==> src/core/sbl_pkg.sv <==
// constants and types for the self-start boot configuration loader
// assumes the switch core register space is reached with 16-bit addresses and data
package sbl_pkg;
	// switch core geometry
	localparam int unsigned NUM_PORTS = 6;
	localparam int unsigned NUM_QUEUES = 32;
	localparam logic [5:0] LAST_PORT = 6'(NUM_PORTS - 1);
	localparam logic [5:0] LAST_QUEUE = 6'(NUM_QUEUES - 1);
	// register addresses inside the switch core
	localparam logic [15:0] ADDR_SLAVE_MGMT = 16'h0010;
	localparam logic [15:0] ADDR_SLAVE_SPI = 16'h0011;
	localparam logic [15:0] ADDR_ALTSEL_FIRST = 16'h0020;
	localparam logic [15:0] ADDR_ALTSEL_SECOND = 16'h0021;
	localparam logic [15:0] ADDR_P5_IF_CFG = 16'h0030;
	localparam logic [15:0] ADDR_P5_LINK = 16'h0031;
	localparam logic [15:0] ADDR_P5_CLK_DLY = 16'h0032;
	localparam logic [15:0] ADDR_P4_LINK = 16'h0033;
	localparam logic [15:0] ADDR_OSC_CTRL = 16'h0040;
	localparam logic [15:0] ADDR_RST_REQ = 16'h0041;
	localparam logic [15:0] ADDR_HW_BRINGUP = 16'h0042;
	localparam logic [15:0] ADDR_PHY_STATUS = 16'h0043;
	localparam logic [15:0] ADDR_TBI_CTRL = 16'h0044;
	localparam logic [15:0] ADDR_TX_BUF_CTRL = 16'h0045;
	localparam logic [15:0] ADDR_RX_BUF_CTRL = 16'h0046;
	localparam logic [15:0] ADDR_ANEG_CTRL = 16'h0047;
	localparam logic [15:0] ADDR_LP_STATUS = 16'h0048;
	localparam logic [15:0] ADDR_GWM_FIRST = 16'h0050;
	localparam logic [15:0] ADDR_GWM_SECOND = 16'h0051;
	localparam logic [15:0] ADDR_TAIL_DROP = 16'h0054;
	localparam logic [15:0] ADDR_MAC_CTRL4 = 16'h0100;
	localparam logic [15:0] ADDR_FLOW_FIRST = 16'h0101;
	localparam logic [15:0] ADDR_FLOW_SECOND = 16'h0102;
	localparam logic [15:0] PORT_STRIDE = 16'h0010;
	localparam logic [15:0] ADDR_Q_RESV = 16'h0200;
	localparam logic [15:0] ADDR_Q_WRED_MIN = 16'h0201;
	localparam logic [15:0] ADDR_Q_WRED_MAX = 16'h0202;
	localparam logic [15:0] ADDR_Q_WEIGHT = 16'h0203;
	localparam logic [15:0] QUEUE_STRIDE = 16'h0004;
	localparam logic [15:0] ADDR_CORE_CFG = 16'h0300;
	// field masks and values
	localparam logic [15:0] MGMT_ADDR_MASK = 16'h01f0;
	localparam logic [4:0] MGMT_ADDR_0 = 5'h00;
	localparam logic [4:0] MGMT_ADDR_1 = 5'h04;
	localparam logic [4:0] MGMT_ADDR_2 = 5'h10;
	localparam logic [4:0] MGMT_ADDR_3 = 5'h1f;
	localparam logic [15:0] SPI_CFG_MASK = 16'hc001;
	localparam logic [15:0] ALTSEL_MASK = 16'h003c;
	localparam logic [15:0] ALTSEL_FIRST_VAL = 16'h003c;
	localparam logic [15:0] ALTSEL_SECOND_VAL = 16'h0000;
	localparam logic [15:0] P5_IF_MASK = 16'h6000;
	localparam logic [15:0] P5_IF_RGMII = 16'h4000;
	localparam logic [15:0] P5_LINK_VAL = 16'h32a5;
	localparam logic [15:0] RX_DLY_MASK = 16'h0380;
	localparam logic [15:0] RX_DLY_2NS = 16'h0200;
	localparam logic [15:0] TX_DLY_MASK = 16'h0007;
	localparam logic [15:0] TX_DLY_2NS = 16'h0004;
	localparam logic [15:0] P4_LINK_VAL = 16'h32a4;
	localparam logic [15:0] OSC_MASK = 16'h000e;
	localparam logic [15:0] OSC_2G5 = 16'h000e;
	localparam logic [15:0] RST_REQ_VAL = 16'h000f;
	localparam logic [15:0] HW_BRINGUP_VAL = 16'h0009;
	localparam logic [15:0] STATUS_MASK = 16'h0f80;
	localparam logic [15:0] STATUS_READY = 16'h0380;
	localparam logic [15:0] TBI_INIT = 16'h0033;
	localparam logic [15:0] TBI_RUN = 16'h0032;
	localparam logic [15:0] BUF_INIT = 16'h0003;
	localparam logic [15:0] BUF_RUN = 16'h0001;
	localparam logic [15:0] ANEG_VAL = 16'h00f0;
	localparam logic [15:0] LP_STATUS_VAL = 16'h0021;
	localparam logic [15:0] GWM_VAL = 16'h0100;
	localparam logic [15:0] MAC_CTRL4_VAL = 16'h1494;
	localparam logic [15:0] FLOW_FIRST_VAL = 16'h0018;
	localparam logic [15:0] FLOW_SECOND_VAL = 16'h001e;
	localparam logic [15:0] TAIL_DROP_VAL = 16'h03ff;
	localparam logic [15:0] Q_RESV_VAL = 16'h001e;
	localparam logic [15:0] Q_WRED_VAL = 16'h03ff;
	localparam logic [15:0] Q_WEIGHT_VAL = 16'hffff;
	localparam logic [15:0] CORE_ENABLE = 16'h8000;
	localparam logic [15:0] FULL_MASK = 16'hffff;
	// list positions and default poll limit
	localparam logic [5:0] STEP_SLAVE_LAST = 6'h03;
	localparam logic [5:0] STEP_CORE = 6'h22;
	localparam logic [19:0] POLL_LIMIT_DEF = 20'h186a0;

	typedef enum logic [1:0] {ACC_WR, ACC_RMW, ACC_RD} sbl_acc_type;
	typedef enum logic [2:0] {K_WR, K_FLD, K_POLL, K_PORT, K_QUEUE, K_END} sbl_kind_type;
endpackage : sbl_pkg

==> src/core/sbl_acc_if.sv <==
// request/answer pair between the list sequencer and the access engine
// assumes one access outstanding at a time, start only while the engine is idle
interface sbl_acc_if;
	import sbl_pkg::*;
	logic start;
	sbl_acc_type op;
	logic [15:0] addr;
	logic [15:0] wdata;
	logic [15:0] mask;
	logic done;
	logic [15:0] rdata;
	modport ctl (output start, output op, output addr, output wdata, output mask,
		input done, input rdata);
	modport eng (input start, input op, input addr, input wdata, input mask,
		output done, output rdata);
endinterface : sbl_acc_if

==> src/core/sbl_access.sv <==
// access engine: plain write, read, or read-modify-write on the core register space
// assumes cfg_ack is a one-cycle answer given while cfg_req is high
module sbl_access
	import sbl_pkg::*;
(
	input wire logic clk,
	input wire logic rst_q_n,
	sbl_acc_if.eng acc,
	output logic cfg_req,
	output logic cfg_we,
	output logic [15:0] cfg_addr,
	output logic [15:0] cfg_wdata,
	input wire logic cfg_ack,
	input wire logic [15:0] cfg_rdata
);
	typedef enum logic [1:0] {E_IDLE, E_RD, E_GAP, E_WR} sbl_eng_type;
	typedef struct packed {
		sbl_eng_type st;
		sbl_acc_type op;
		logic req;
		logic we;
		logic [15:0] addr;
		logic [15:0] wdata;
		logic [15:0] mask;
		logic [15:0] rdata;
		logic done;
	} sbl_eng_state_type;
	sbl_eng_state_type s_ff, nxt_s;

	always_comb begin
		nxt_s = s_ff;
		nxt_s.done = 1'b0;
		case (s_ff.st)
			E_IDLE: begin
				if (acc.start) begin
					nxt_s.op = acc.op;
					nxt_s.addr = acc.addr;
					nxt_s.wdata = acc.wdata;
					nxt_s.mask = acc.mask;
					nxt_s.req = 1'b1;
					nxt_s.we = (acc.op == ACC_WR);
					nxt_s.st = (acc.op == ACC_WR) ? E_WR : E_RD;
				end
			end
			E_RD: begin
				if (cfg_ack) begin
					nxt_s.req = 1'b0;
					nxt_s.rdata = cfg_rdata;
					// field writes keep the bits outside the mask as the core holds them
					nxt_s.wdata = (cfg_rdata & ~s_ff.mask) | (s_ff.wdata & s_ff.mask);
					if (s_ff.op == ACC_RMW) begin
						nxt_s.st = E_GAP;
					end else begin
						nxt_s.done = 1'b1;
						nxt_s.st = E_IDLE;
					end
				end
			end
			E_GAP: begin
				nxt_s.req = 1'b1;
				nxt_s.we = 1'b1;
				nxt_s.st = E_WR;
			end
			E_WR: begin
				if (cfg_ack) begin
					nxt_s.req = 1'b0;
					nxt_s.we = 1'b0;
					nxt_s.done = 1'b1;
					nxt_s.st = E_IDLE;
				end
			end
			default: begin
				nxt_s.st = E_IDLE;
			end
		endcase
	end

	always_ff @(posedge clk or negedge rst_q_n) begin
		if (!rst_q_n) begin
			s_ff <= '0;
		end else begin
			s_ff <= nxt_s;
		end
	end

	assign cfg_req = s_ff.req;
	assign cfg_we = s_ff.we;
	assign cfg_addr = s_ff.addr;
	assign cfg_wdata = s_ff.wdata;
	assign acc.done = s_ff.done;
	assign acc.rdata = s_ff.rdata;
endmodule : sbl_access

==> src/core/sbl_loader.sv <==
// self-start managed-switch boot configuration loader, top level
// assumes straps are stable at reset release and the core answers every access
// Operation
// run managed list when mode strap upper bit set
// mode 11: program slave management address field
// mode 10: SPI edges are inverted edge straps
// mode 10: SPI enable, pin alternate selects
// enable RGMII port5, force its link
// submode bit4: port5 receive delay 2 ns
// submode bit3: port5 transmit delay 2 ns
// force port4 link control value
// submode bit2: select 2.5 Gbps serial
// release serial logic from reset
// start hardware bring-up machine
// poll status until bits 11:7 equal 7
// ten-bit interface init then release
// force link partner status value
// both global watermarks set to 256
// every port: fourth MAC control value
// every port: both flow thresholds
// four tail-drop thresholds to 0x3ff
// every queue: reservation 30 segments
// every queue: WRED green min/max
// every queue: strict priority weight
// finally enable switch core
// full list only with no-wait and no EEPROM
// EEPROM self-start request runs same list
// accesses strictly sequential, in order
// poll timeout flags failure
// loops cover every port and queue
module sbl_loader
	import sbl_pkg::*;
#(
	parameter logic [19:0] POLL_LIMIT = POLL_LIMIT_DEF
) (
	input wire logic clk,
	input wire logic rst_n,
	input wire logic [1:0] operating_mode_strap,
	input wire logic [4:0] submode_strap,
	input wire logic [1:0] spi_edge_strap,
	input wire logic no_wait_strap,
	input wire logic eeprom_present,
	input wire logic eeprom_selfstart_req,
	output logic cfg_req,
	output logic cfg_we,
	output logic [15:0] cfg_addr,
	output logic [15:0] cfg_wdata,
	input wire logic cfg_ack,
	input wire logic [15:0] cfg_rdata,
	output logic busy,
	output logic done,
	output logic poll_fail
);
	typedef enum logic [2:0] {S_CAPTURE, S_IDLE, S_LOOK, S_WAIT, S_DONE} sbl_state_type;
	typedef struct packed {
		sbl_state_type st;
		logic [1:0] opm;
		logic [4:0] sub;
		logic [1:0] edges;
		logic nowait;
		logic eep;
		logic full;
		logic [5:0] step;
		logic [5:0] idx;
		logic [19:0] tmo;
		logic start;
		sbl_acc_type op;
		logic [15:0] addr;
		logic [15:0] wdata;
		logic [15:0] mask;
		logic busy;
		logic done;
		logic fail;
	} sbl_top_state_type;
	sbl_top_state_type s_ff, nxt_s;

	logic rst_q_n;
	sbl_kind_type ent_kind;
	logic ent_en;
	logic [15:0] ent_addr;
	logic [15:0] ent_data;
	logic [15:0] ent_mask;
	logic [4:0] mgmt_addr;
	logic [15:0] loop_off;
	logic poll_ok;
	logic last_iter;

	sbl_acc_if acc ();

	sbl_rst_sync u_rst (
		.clk(clk),
		.rst_n(rst_n),
		.rst_q_n(rst_q_n)
	);

	sbl_access u_acc (
		.clk(clk),
		.rst_q_n(rst_q_n),
		.acc(acc),
		.cfg_req(cfg_req),
		.cfg_we(cfg_we),
		.cfg_addr(cfg_addr),
		.cfg_wdata(cfg_wdata),
		.cfg_ack(cfg_ack),
		.cfg_rdata(cfg_rdata)
	);

	always_comb begin
		case (s_ff.sub[1:0])
			2'h0: mgmt_addr = MGMT_ADDR_0;
			2'h1: mgmt_addr = MGMT_ADDR_1;
			2'h2: mgmt_addr = MGMT_ADDR_2;
			default: mgmt_addr = MGMT_ADDR_3;
		endcase
	end

	// the list itself, one entry per step
	always_comb begin
		ent_kind = K_WR;
		ent_en = 1'b1;
		ent_addr = ADDR_CORE_CFG;
		ent_data = CORE_ENABLE;
		ent_mask = FULL_MASK;
		case (s_ff.step)
			6'h00: begin
				ent_kind = K_FLD;
				ent_en = (s_ff.opm == 2'h3);
				ent_addr = ADDR_SLAVE_MGMT;
				ent_data = {7'h00, mgmt_addr, 4'h0};
				ent_mask = MGMT_ADDR_MASK;
			end
			6'h01: begin
				ent_kind = K_FLD;
				ent_en = (s_ff.opm == 2'h2);
				ent_addr = ADDR_SLAVE_SPI;
				ent_data = {~s_ff.edges[0], ~s_ff.edges[1], 13'h0000, 1'b1};
				ent_mask = SPI_CFG_MASK;
			end
			6'h02: begin
				ent_kind = K_FLD;
				ent_en = (s_ff.opm == 2'h2);
				ent_addr = ADDR_ALTSEL_FIRST;
				ent_data = ALTSEL_FIRST_VAL;
				ent_mask = ALTSEL_MASK;
			end
			6'h03: begin
				ent_kind = K_FLD;
				ent_en = (s_ff.opm == 2'h2);
				ent_addr = ADDR_ALTSEL_SECOND;
				ent_data = ALTSEL_SECOND_VAL;
				ent_mask = ALTSEL_MASK;
			end
			6'h04: begin
				ent_kind = K_FLD;
				ent_addr = ADDR_P5_IF_CFG;
				ent_data = P5_IF_RGMII;
				ent_mask = P5_IF_MASK;
			end
			6'h05: begin
				ent_addr = ADDR_P5_LINK;
				ent_data = P5_LINK_VAL;
			end
			6'h06: begin
				ent_kind = K_FLD;
				ent_en = s_ff.sub[4];
				ent_addr = ADDR_P5_CLK_DLY;
				ent_data = RX_DLY_2NS;
				ent_mask = RX_DLY_MASK;
			end
			6'h07: begin
				ent_kind = K_FLD;
				ent_en = s_ff.sub[3];
				ent_addr = ADDR_P5_CLK_DLY;
				ent_data = TX_DLY_2NS;
				ent_mask = TX_DLY_MASK;
			end
			6'h08: begin
				ent_addr = ADDR_P4_LINK;
				ent_data = P4_LINK_VAL;
			end
			6'h09: begin
				ent_kind = K_FLD;
				ent_en = s_ff.sub[2];
				ent_addr = ADDR_OSC_CTRL;
				ent_data = OSC_2G5;
				ent_mask = OSC_MASK;
			end
			6'h0a: begin
				ent_addr = ADDR_RST_REQ;
				ent_data = RST_REQ_VAL;
			end
			6'h0b: begin
				ent_addr = ADDR_HW_BRINGUP;
				ent_data = HW_BRINGUP_VAL;
			end
			6'h0c: begin
				ent_kind = K_POLL;
				ent_addr = ADDR_PHY_STATUS;
				ent_data = STATUS_READY;
				ent_mask = STATUS_MASK;
			end
			6'h0d: begin
				ent_addr = ADDR_TBI_CTRL;
				ent_data = TBI_INIT;
			end
			6'h0e: begin
				ent_addr = ADDR_TBI_CTRL;
				ent_data = TBI_RUN;
			end
			6'h0f: begin
				ent_addr = ADDR_TX_BUF_CTRL;
				ent_data = BUF_INIT;
			end
			6'h10: begin
				ent_addr = ADDR_TX_BUF_CTRL;
				ent_data = BUF_RUN;
			end
			6'h11: begin
				ent_addr = ADDR_RX_BUF_CTRL;
				ent_data = BUF_INIT;
			end
			6'h12: begin
				ent_addr = ADDR_RX_BUF_CTRL;
				ent_data = BUF_RUN;
			end
			6'h13: begin
				ent_addr = ADDR_ANEG_CTRL;
				ent_data = ANEG_VAL;
			end
			6'h14: begin
				ent_addr = ADDR_LP_STATUS;
				ent_data = LP_STATUS_VAL;
			end
			6'h15: begin
				ent_addr = ADDR_GWM_FIRST;
				ent_data = GWM_VAL;
			end
			6'h16: begin
				ent_addr = ADDR_GWM_SECOND;
				ent_data = GWM_VAL;
			end
			6'h17: begin
				ent_kind = K_PORT;
				ent_addr = ADDR_MAC_CTRL4;
				ent_data = MAC_CTRL4_VAL;
			end
			6'h18: begin
				ent_kind = K_PORT;
				ent_addr = ADDR_FLOW_FIRST;
				ent_data = FLOW_FIRST_VAL;
			end
			6'h19: begin
				ent_kind = K_PORT;
				ent_addr = ADDR_FLOW_SECOND;
				ent_data = FLOW_SECOND_VAL;
			end
			6'h1a, 6'h1b, 6'h1c, 6'h1d: begin
				ent_addr = ADDR_TAIL_DROP + {14'h0000, 2'(s_ff.step - 6'h1a)};
				ent_data = TAIL_DROP_VAL;
			end
			6'h1e: begin
				ent_kind = K_QUEUE;
				ent_addr = ADDR_Q_RESV;
				ent_data = Q_RESV_VAL;
			end
			6'h1f: begin
				ent_kind = K_QUEUE;
				ent_addr = ADDR_Q_WRED_MIN;
				ent_data = Q_WRED_VAL;
			end
			6'h20: begin
				ent_kind = K_QUEUE;
				ent_addr = ADDR_Q_WRED_MAX;
				ent_data = Q_WRED_VAL;
			end
			6'h21: begin
				ent_kind = K_QUEUE;
				ent_addr = ADDR_Q_WEIGHT;
				ent_data = Q_WEIGHT_VAL;
			end
			STEP_CORE: begin
				ent_addr = ADDR_CORE_CFG;
				ent_data = CORE_ENABLE;
			end
			default: begin
				ent_kind = K_END;
			end
		endcase
	end

	assign loop_off = (ent_kind == K_PORT) ? 16'(s_ff.idx) * PORT_STRIDE :
		(ent_kind == K_QUEUE) ? 16'(s_ff.idx) * QUEUE_STRIDE : 16'h0000;
	assign last_iter = (ent_kind == K_PORT) ? (s_ff.idx == LAST_PORT) :
		(ent_kind == K_QUEUE) ? (s_ff.idx == LAST_QUEUE) : 1'b1;
	assign poll_ok = ((acc.rdata & STATUS_MASK) == STATUS_READY);

	always_comb begin
		nxt_s = s_ff;
		nxt_s.start = 1'b0;
		case (s_ff.st)
			S_CAPTURE: begin
				// straps are caught once, after reset release
				nxt_s.opm = operating_mode_strap;
				nxt_s.sub = submode_strap;
				nxt_s.edges = spi_edge_strap;
				nxt_s.nowait = no_wait_strap;
				nxt_s.eep = eeprom_present;
				nxt_s.st = S_IDLE;
			end
			S_IDLE: begin
				if (!s_ff.opm[1]) begin
					nxt_s.st = S_DONE;
				end else if (eeprom_selfstart_req) begin
					nxt_s.full = 1'b1;
					nxt_s.busy = 1'b1;
					nxt_s.st = S_LOOK;
				end else if (!s_ff.nowait || !s_ff.eep) begin
					nxt_s.full = s_ff.nowait;
					nxt_s.busy = 1'b1;
					nxt_s.st = S_LOOK;
				end
			end
			S_LOOK: begin
				nxt_s.idx = (ent_kind == K_POLL) ? s_ff.idx : s_ff.idx;
				if (ent_kind == K_END || (!s_ff.full && s_ff.step > STEP_SLAVE_LAST)) begin
					nxt_s.st = S_DONE;
				end else if (!ent_en) begin
					nxt_s.step = s_ff.step + 6'h01;
				end else begin
					nxt_s.start = 1'b1;
					nxt_s.op = (ent_kind == K_POLL) ? ACC_RD :
						(ent_kind == K_FLD) ? ACC_RMW : ACC_WR;
					nxt_s.addr = ent_addr + loop_off;
					nxt_s.wdata = ent_data;
					nxt_s.mask = ent_mask;
					nxt_s.st = S_WAIT;
				end
			end
			S_WAIT: begin
				if (acc.done) begin
					nxt_s.st = S_LOOK;
					if (ent_kind == K_POLL && !poll_ok) begin
						nxt_s.tmo = s_ff.tmo + 20'h00001;
						if (s_ff.tmo >= POLL_LIMIT) begin
							nxt_s.fail = 1'b1;
							nxt_s.st = S_DONE;
						end
					end else if (!last_iter) begin
						nxt_s.idx = s_ff.idx + 6'h01;
					end else begin
						nxt_s.idx = 6'h00;
						nxt_s.step = s_ff.step + 6'h01;
					end
				end
			end
			S_DONE: begin
				nxt_s.busy = 1'b0;
				nxt_s.done = 1'b1;
				// a late self-start request with the mode strap upper bit set runs the full list, unless the poll has timed out
				if (eeprom_selfstart_req && s_ff.opm[1] && !s_ff.fail) begin
					nxt_s.done = 1'b0;
					nxt_s.busy = 1'b1;
					nxt_s.full = 1'b1;
					nxt_s.step = 6'h00;
					nxt_s.tmo = 20'h00000;
					nxt_s.st = S_LOOK;
				end
			end
			default: begin
				nxt_s.st = S_IDLE;
			end
		endcase
	end

	always_ff @(posedge clk or negedge rst_q_n) begin
		if (!rst_q_n) begin
			s_ff <= '0;
		end else begin
			s_ff <= nxt_s;
		end
	end

	assign acc.start = s_ff.start;
	assign acc.op = s_ff.op;
	assign acc.addr = s_ff.addr;
	assign acc.wdata = s_ff.wdata;
	assign acc.mask = s_ff.mask;
	assign busy = s_ff.busy;
	assign done = s_ff.done;
	assign poll_fail = s_ff.fail;
endmodule : sbl_loader

==> src/core/sbl_rst_sync.sv <==
// reset release synchroniser
// assumes rst_n may fall at any time; release is taken on clk
module sbl_rst_sync (
	input wire logic clk,
	input wire logic rst_n,
	output logic rst_q_n
);
	logic [1:0] sync_ff;
	always_ff @(posedge clk or negedge rst_n) begin
		if (!rst_n) begin
			sync_ff <= 2'h0;
		end else begin
			sync_ff <= {sync_ff[0], 1'b1};
		end
	end
	assign rst_q_n = sync_ff[1];
endmodule : sbl_rst_sync

==> config.mk <==
export PLATFORM = sky130hd
export DESIGN_NAME = sbl_loader
export DESIGN_NICKNAME = d
export VERILOG_FILES = /design/src/core/sbl_pkg.sv /design/src/core/sbl_acc_if.sv /design/src/core/sbl_access.sv /design/src/core/sbl_loader.sv /design/src/core/sbl_rst_sync.sv
export SDC_FILE = /design/constraint.sdc
export NUM_CORES = 1
export LEC_CHECK = 0
export BUFFER_PORTS_ARGS = -buffer_cell sky130_fd_sc_hd__buf_2
export CORE_MARGIN = 2
export CORE_UTILIZATION = 40
export CTS_CLUSTER_DIAMETER = 40
export DETAILED_ROUTE_END_ITERATION = 8
export GPL_TIMING_DRIVEN = 0
export SLEW_MARGIN = 25
export SYNTH_ARGS = -nofsm -noshare
export SYNTH_HDL_FRONTEND = slang
export SYNTH_SLANG_ARGS = --single-unit
==> constraint.sdc <==
create_clock -name clk -period 6.1 [get_ports clk]
set_input_delay 0.915 -clock clk [delete_from_list [all_inputs] [get_ports clk]]
set_output_delay 0.915 -clock clk [all_outputs]
set_load 0.01 [all_outputs]
==> impl_metrics.yaml <==
global_route:
  grt_antenna_before_repair: 0
  grt_max_degree: 53
  use_met3_pct: 4.50
  grt_overflow: 0
  grt_use_met2_pct: 33.9
  grt_pass1_vias: 6493
  grt_util_met1_pct: 28.1
  grt_busiest_layer: "met2"
  grt_pass1_wl_microns: 35600
  grt.total_usage_pct: 21.1
cts:
  clock-sinks: 146
  cts_buffer_depth: 2
  post_cts_resize_count: 0
  post_cts_buffers: 0
  hold_buffers: 0
  clk_latency_ns: 0.44
  path_clk_slew_ns: 0.06
  cts_tree: "done"
  htree_levels: 4
  cts_buffers: 17
  clockRootBuffer: "clkbuf_16"
placement:
  hpwl_microns: 16500
  port_buffers: 62
  placed_area_sq_um: 8830
  gp_congestion: 0.941
  place_inst: 1197
synthesis:
  synthArstFlopShare_pct: 100
  yosysWarningCount: 0
  ys_seq_area_share_pct: 45.1
  synth_common_cells: "dfrtp_1, nand2_1, o21ai_0"
  synth_top_area_cell: "dfrtp_1"
  synth_area_sq_um: 8110
  yosysMostFrequentCell: "dfrtp_1"
  synthCells: 859
  synth_cell_types: 78
  synth_top_area_share_pct: 45.1
  syn_area_per_cell_sq_um: 9.44
  synth_area_leaders: "dfrtp_1, mux2_2, o21ai_0"
  ys.flop_type: "dfrtp_1"
  ys_ff_latch: 146
  synth-edff-count: 0
layout:
  num_antenna_cells: 0
  drive_above_1_share_pct: 22.0
  fin_cells: 1229
  syn_to_final_growth_pct: 16.1
  stdcell_area_sq_um: 9410
  final_nets: 993
pwr:
  clkPwrFrac_pct: 21.1
  p_seq_share_pct: 32.2
  leakagePower_nw: 4.19
  power-per-cell-area_nw_per_um2: 524
  ir_drop_mv: 0.217
  p_switching_mw: 2.12
  internal-power_mw: 2.81
  comb_power_share_pct: 46.7
  swShare_pct: 43.0
worst_setup_path:
  cp_cell_sequence: "inv_1, ha_1, buf_2, clkbuf_1, nor2_1, nand2_1, nand2_1, o21ai_0, a221oi_1, o21ai_0, ha_1, a21oi_1, nor3b_1, nor2_1, xor2_1, o21ai_1"
  cpMaxStageDelayCell: "nor2_1"
  cp_num_buf_inv: 3
  critPathMaxFanout: 10
  endpoint_kind: "flop"
  cp-start-kind: "flop"
  cpPeakStageDelay_ns: 0.45
  critPathArrivalTime_ns: 4.05
  crit_family: "compound AO/OA/AOI/OAI gates"
  cp.required_ns: 6.39
  crit_type: "reg2reg"
routing:
  first_pass_iters: 5
  route.detailed.drc: 0
  drt_wl_total_microns: 22000
  vias: 6665
  ant_nets: 0
  drt_iter0_markers: 330
  vias_per_cell: 5.42
  avgRoutedWirePerCell_microns: 17.9
die:
  die_w_microns: 146
  die_h_microns: 146
  initial_core_util_pct: 40.4
  std_cell_rows: 52
  ios: 68
  dieArea_sq_um: 21400
  core-area_sq_um: 20000
sta:
  min_period_over_period_pct: 61.6
  finalMaxSlewViolations: 0
  period_minus_slack_ns: 3.75
  worst_slew_pin_slew_ns: 0.943
  rsz0062_at_grt: "false"
  fmax_mhz: 266
  hold_violations: 0
  setup_violations: 0
  slew-limit-headroom_pct: 36.9
  skew_ns: 0.00967
hold_path:
  worstHoldPathType: "in2async"
flow_run:
  maxCapViolCount: 0
run_status:
  status: "finished clean"
-- worst paths after layout --
check,from,to,slack (ns),cells past startpoint
worst max-delay path,s_ff[80]$_DFFE_PN0P_,acc.addr[9]$_DFFE_PN0P_,2.35,16
worst max register to register,s_ff[80]$_DFFE_PN0P_,acc.addr[9]$_DFFE_PN0P_,2.35,16
worst min register to register,u_rst.sync_ff[1]$_DFF_PN0_,s_ff[61]$_DFFE_PN0P_,0.35,0
min in group clk,u_rst.sync_ff[0]$_DFF_PN0_,u_rst.sync_ff[1]$_DFF_PN0_,0.35,0
worst min-delay path,rst_n,u_rst.sync_ff[1]$_DFF_PN0_,0.25,1
max in group asynchronous,u_rst.sync_ff[1]$_DFF_PN0_,acc.wdata[15]$_DFFE_PN0P_,5.07,1
-- per-layer routing --
layer  routed length (microns)  share of wire, %
met4                       631               2.9
met3                       984               4.5
met1                     10000                45
met2                     10400                47
met5                         0                 0
-- cell type report --
type,count,area (sq um)
Buffer,82,467
Clock buffer,20,457
Clock inverter,12,123
Fill cell,1973,10600
Inverter,15,56.3
Multi-Input combinational cell,620,3940
Sequential cell,146,3660
Tap cell,270,338
Timing Repair Buffer,64,365
-- metrics by stage --
stage | TNS [ns] | util [%] | total power, mW | setup WS [ns] | hold WS (ns)
2_1_floorplan | 0 | - | 3.17 | 1.73 | 0.331
3_3_place_gp | -7.79 | 43.8 | 3.86 | -0.0720 | 0.338
3_5_place_dp | 0 | 44.0 | 3.89 | 2.42 | 0.348
4_1_cts | 0 | 46.9 | 4.94 | 2.40 | 0.242
5_1_grt | 0 | 46.9 | 5.26 | 2.08 | 0.242
6_report | 0 | 46.9 | 4.93 | 2.35 | 0.253
-- logic make-up (layout without fill, tap and decap cells) --
group,count (synthesis),in the layout,share of synthesized area [%]
adders and majority gates,16,16,2.56
AOI/OAI and AO/OA,230,230,18.0
muxes,48,48,6.62
DFF,146,146,45.1
and+or+nand+nor,293,293,18.3
buffers and inverters,97,193,6.45
xor gates and xnor gates,27,27,2.92
other,2,6,0.0927
-- power by group through the flow --
stage               clock (mW)  sequential (mW)  combinational [mW]
finish                    1.04             1.59                2.30
global route              1.10             1.64                2.53
floorplan                    0             1.52                1.65
CTS                       1.05             1.59                2.30
detailed placement           0             1.61                2.28
global placement             0             1.61                2.25
-- cell usage in the layout (no fill, tap or decap), drive strengths merged, types with 16 or more instances in the layout --
| master | netlist | routed |
|---|---|---|
| a31oi | 27 | 27 |
| buf | 52 | 116 |
| dfrtp | 146 | 146 |
| inv | 15 | 19 |
| nor3 | 18 | 18 |
| clkbuf | 30 | 50 |
| nand2 | 88 | 88 |
| nor2 | 71 | 71 |
| o21ai | 78 | 78 |
| nand2b | 16 | 16 |
| xor2 | 17 | 17 |
| mux2 | 45 | 45 |
| a21oi | 64 | 64 |
| nand3 | 32 | 32 |
Power figures use the tool's default switching activity.
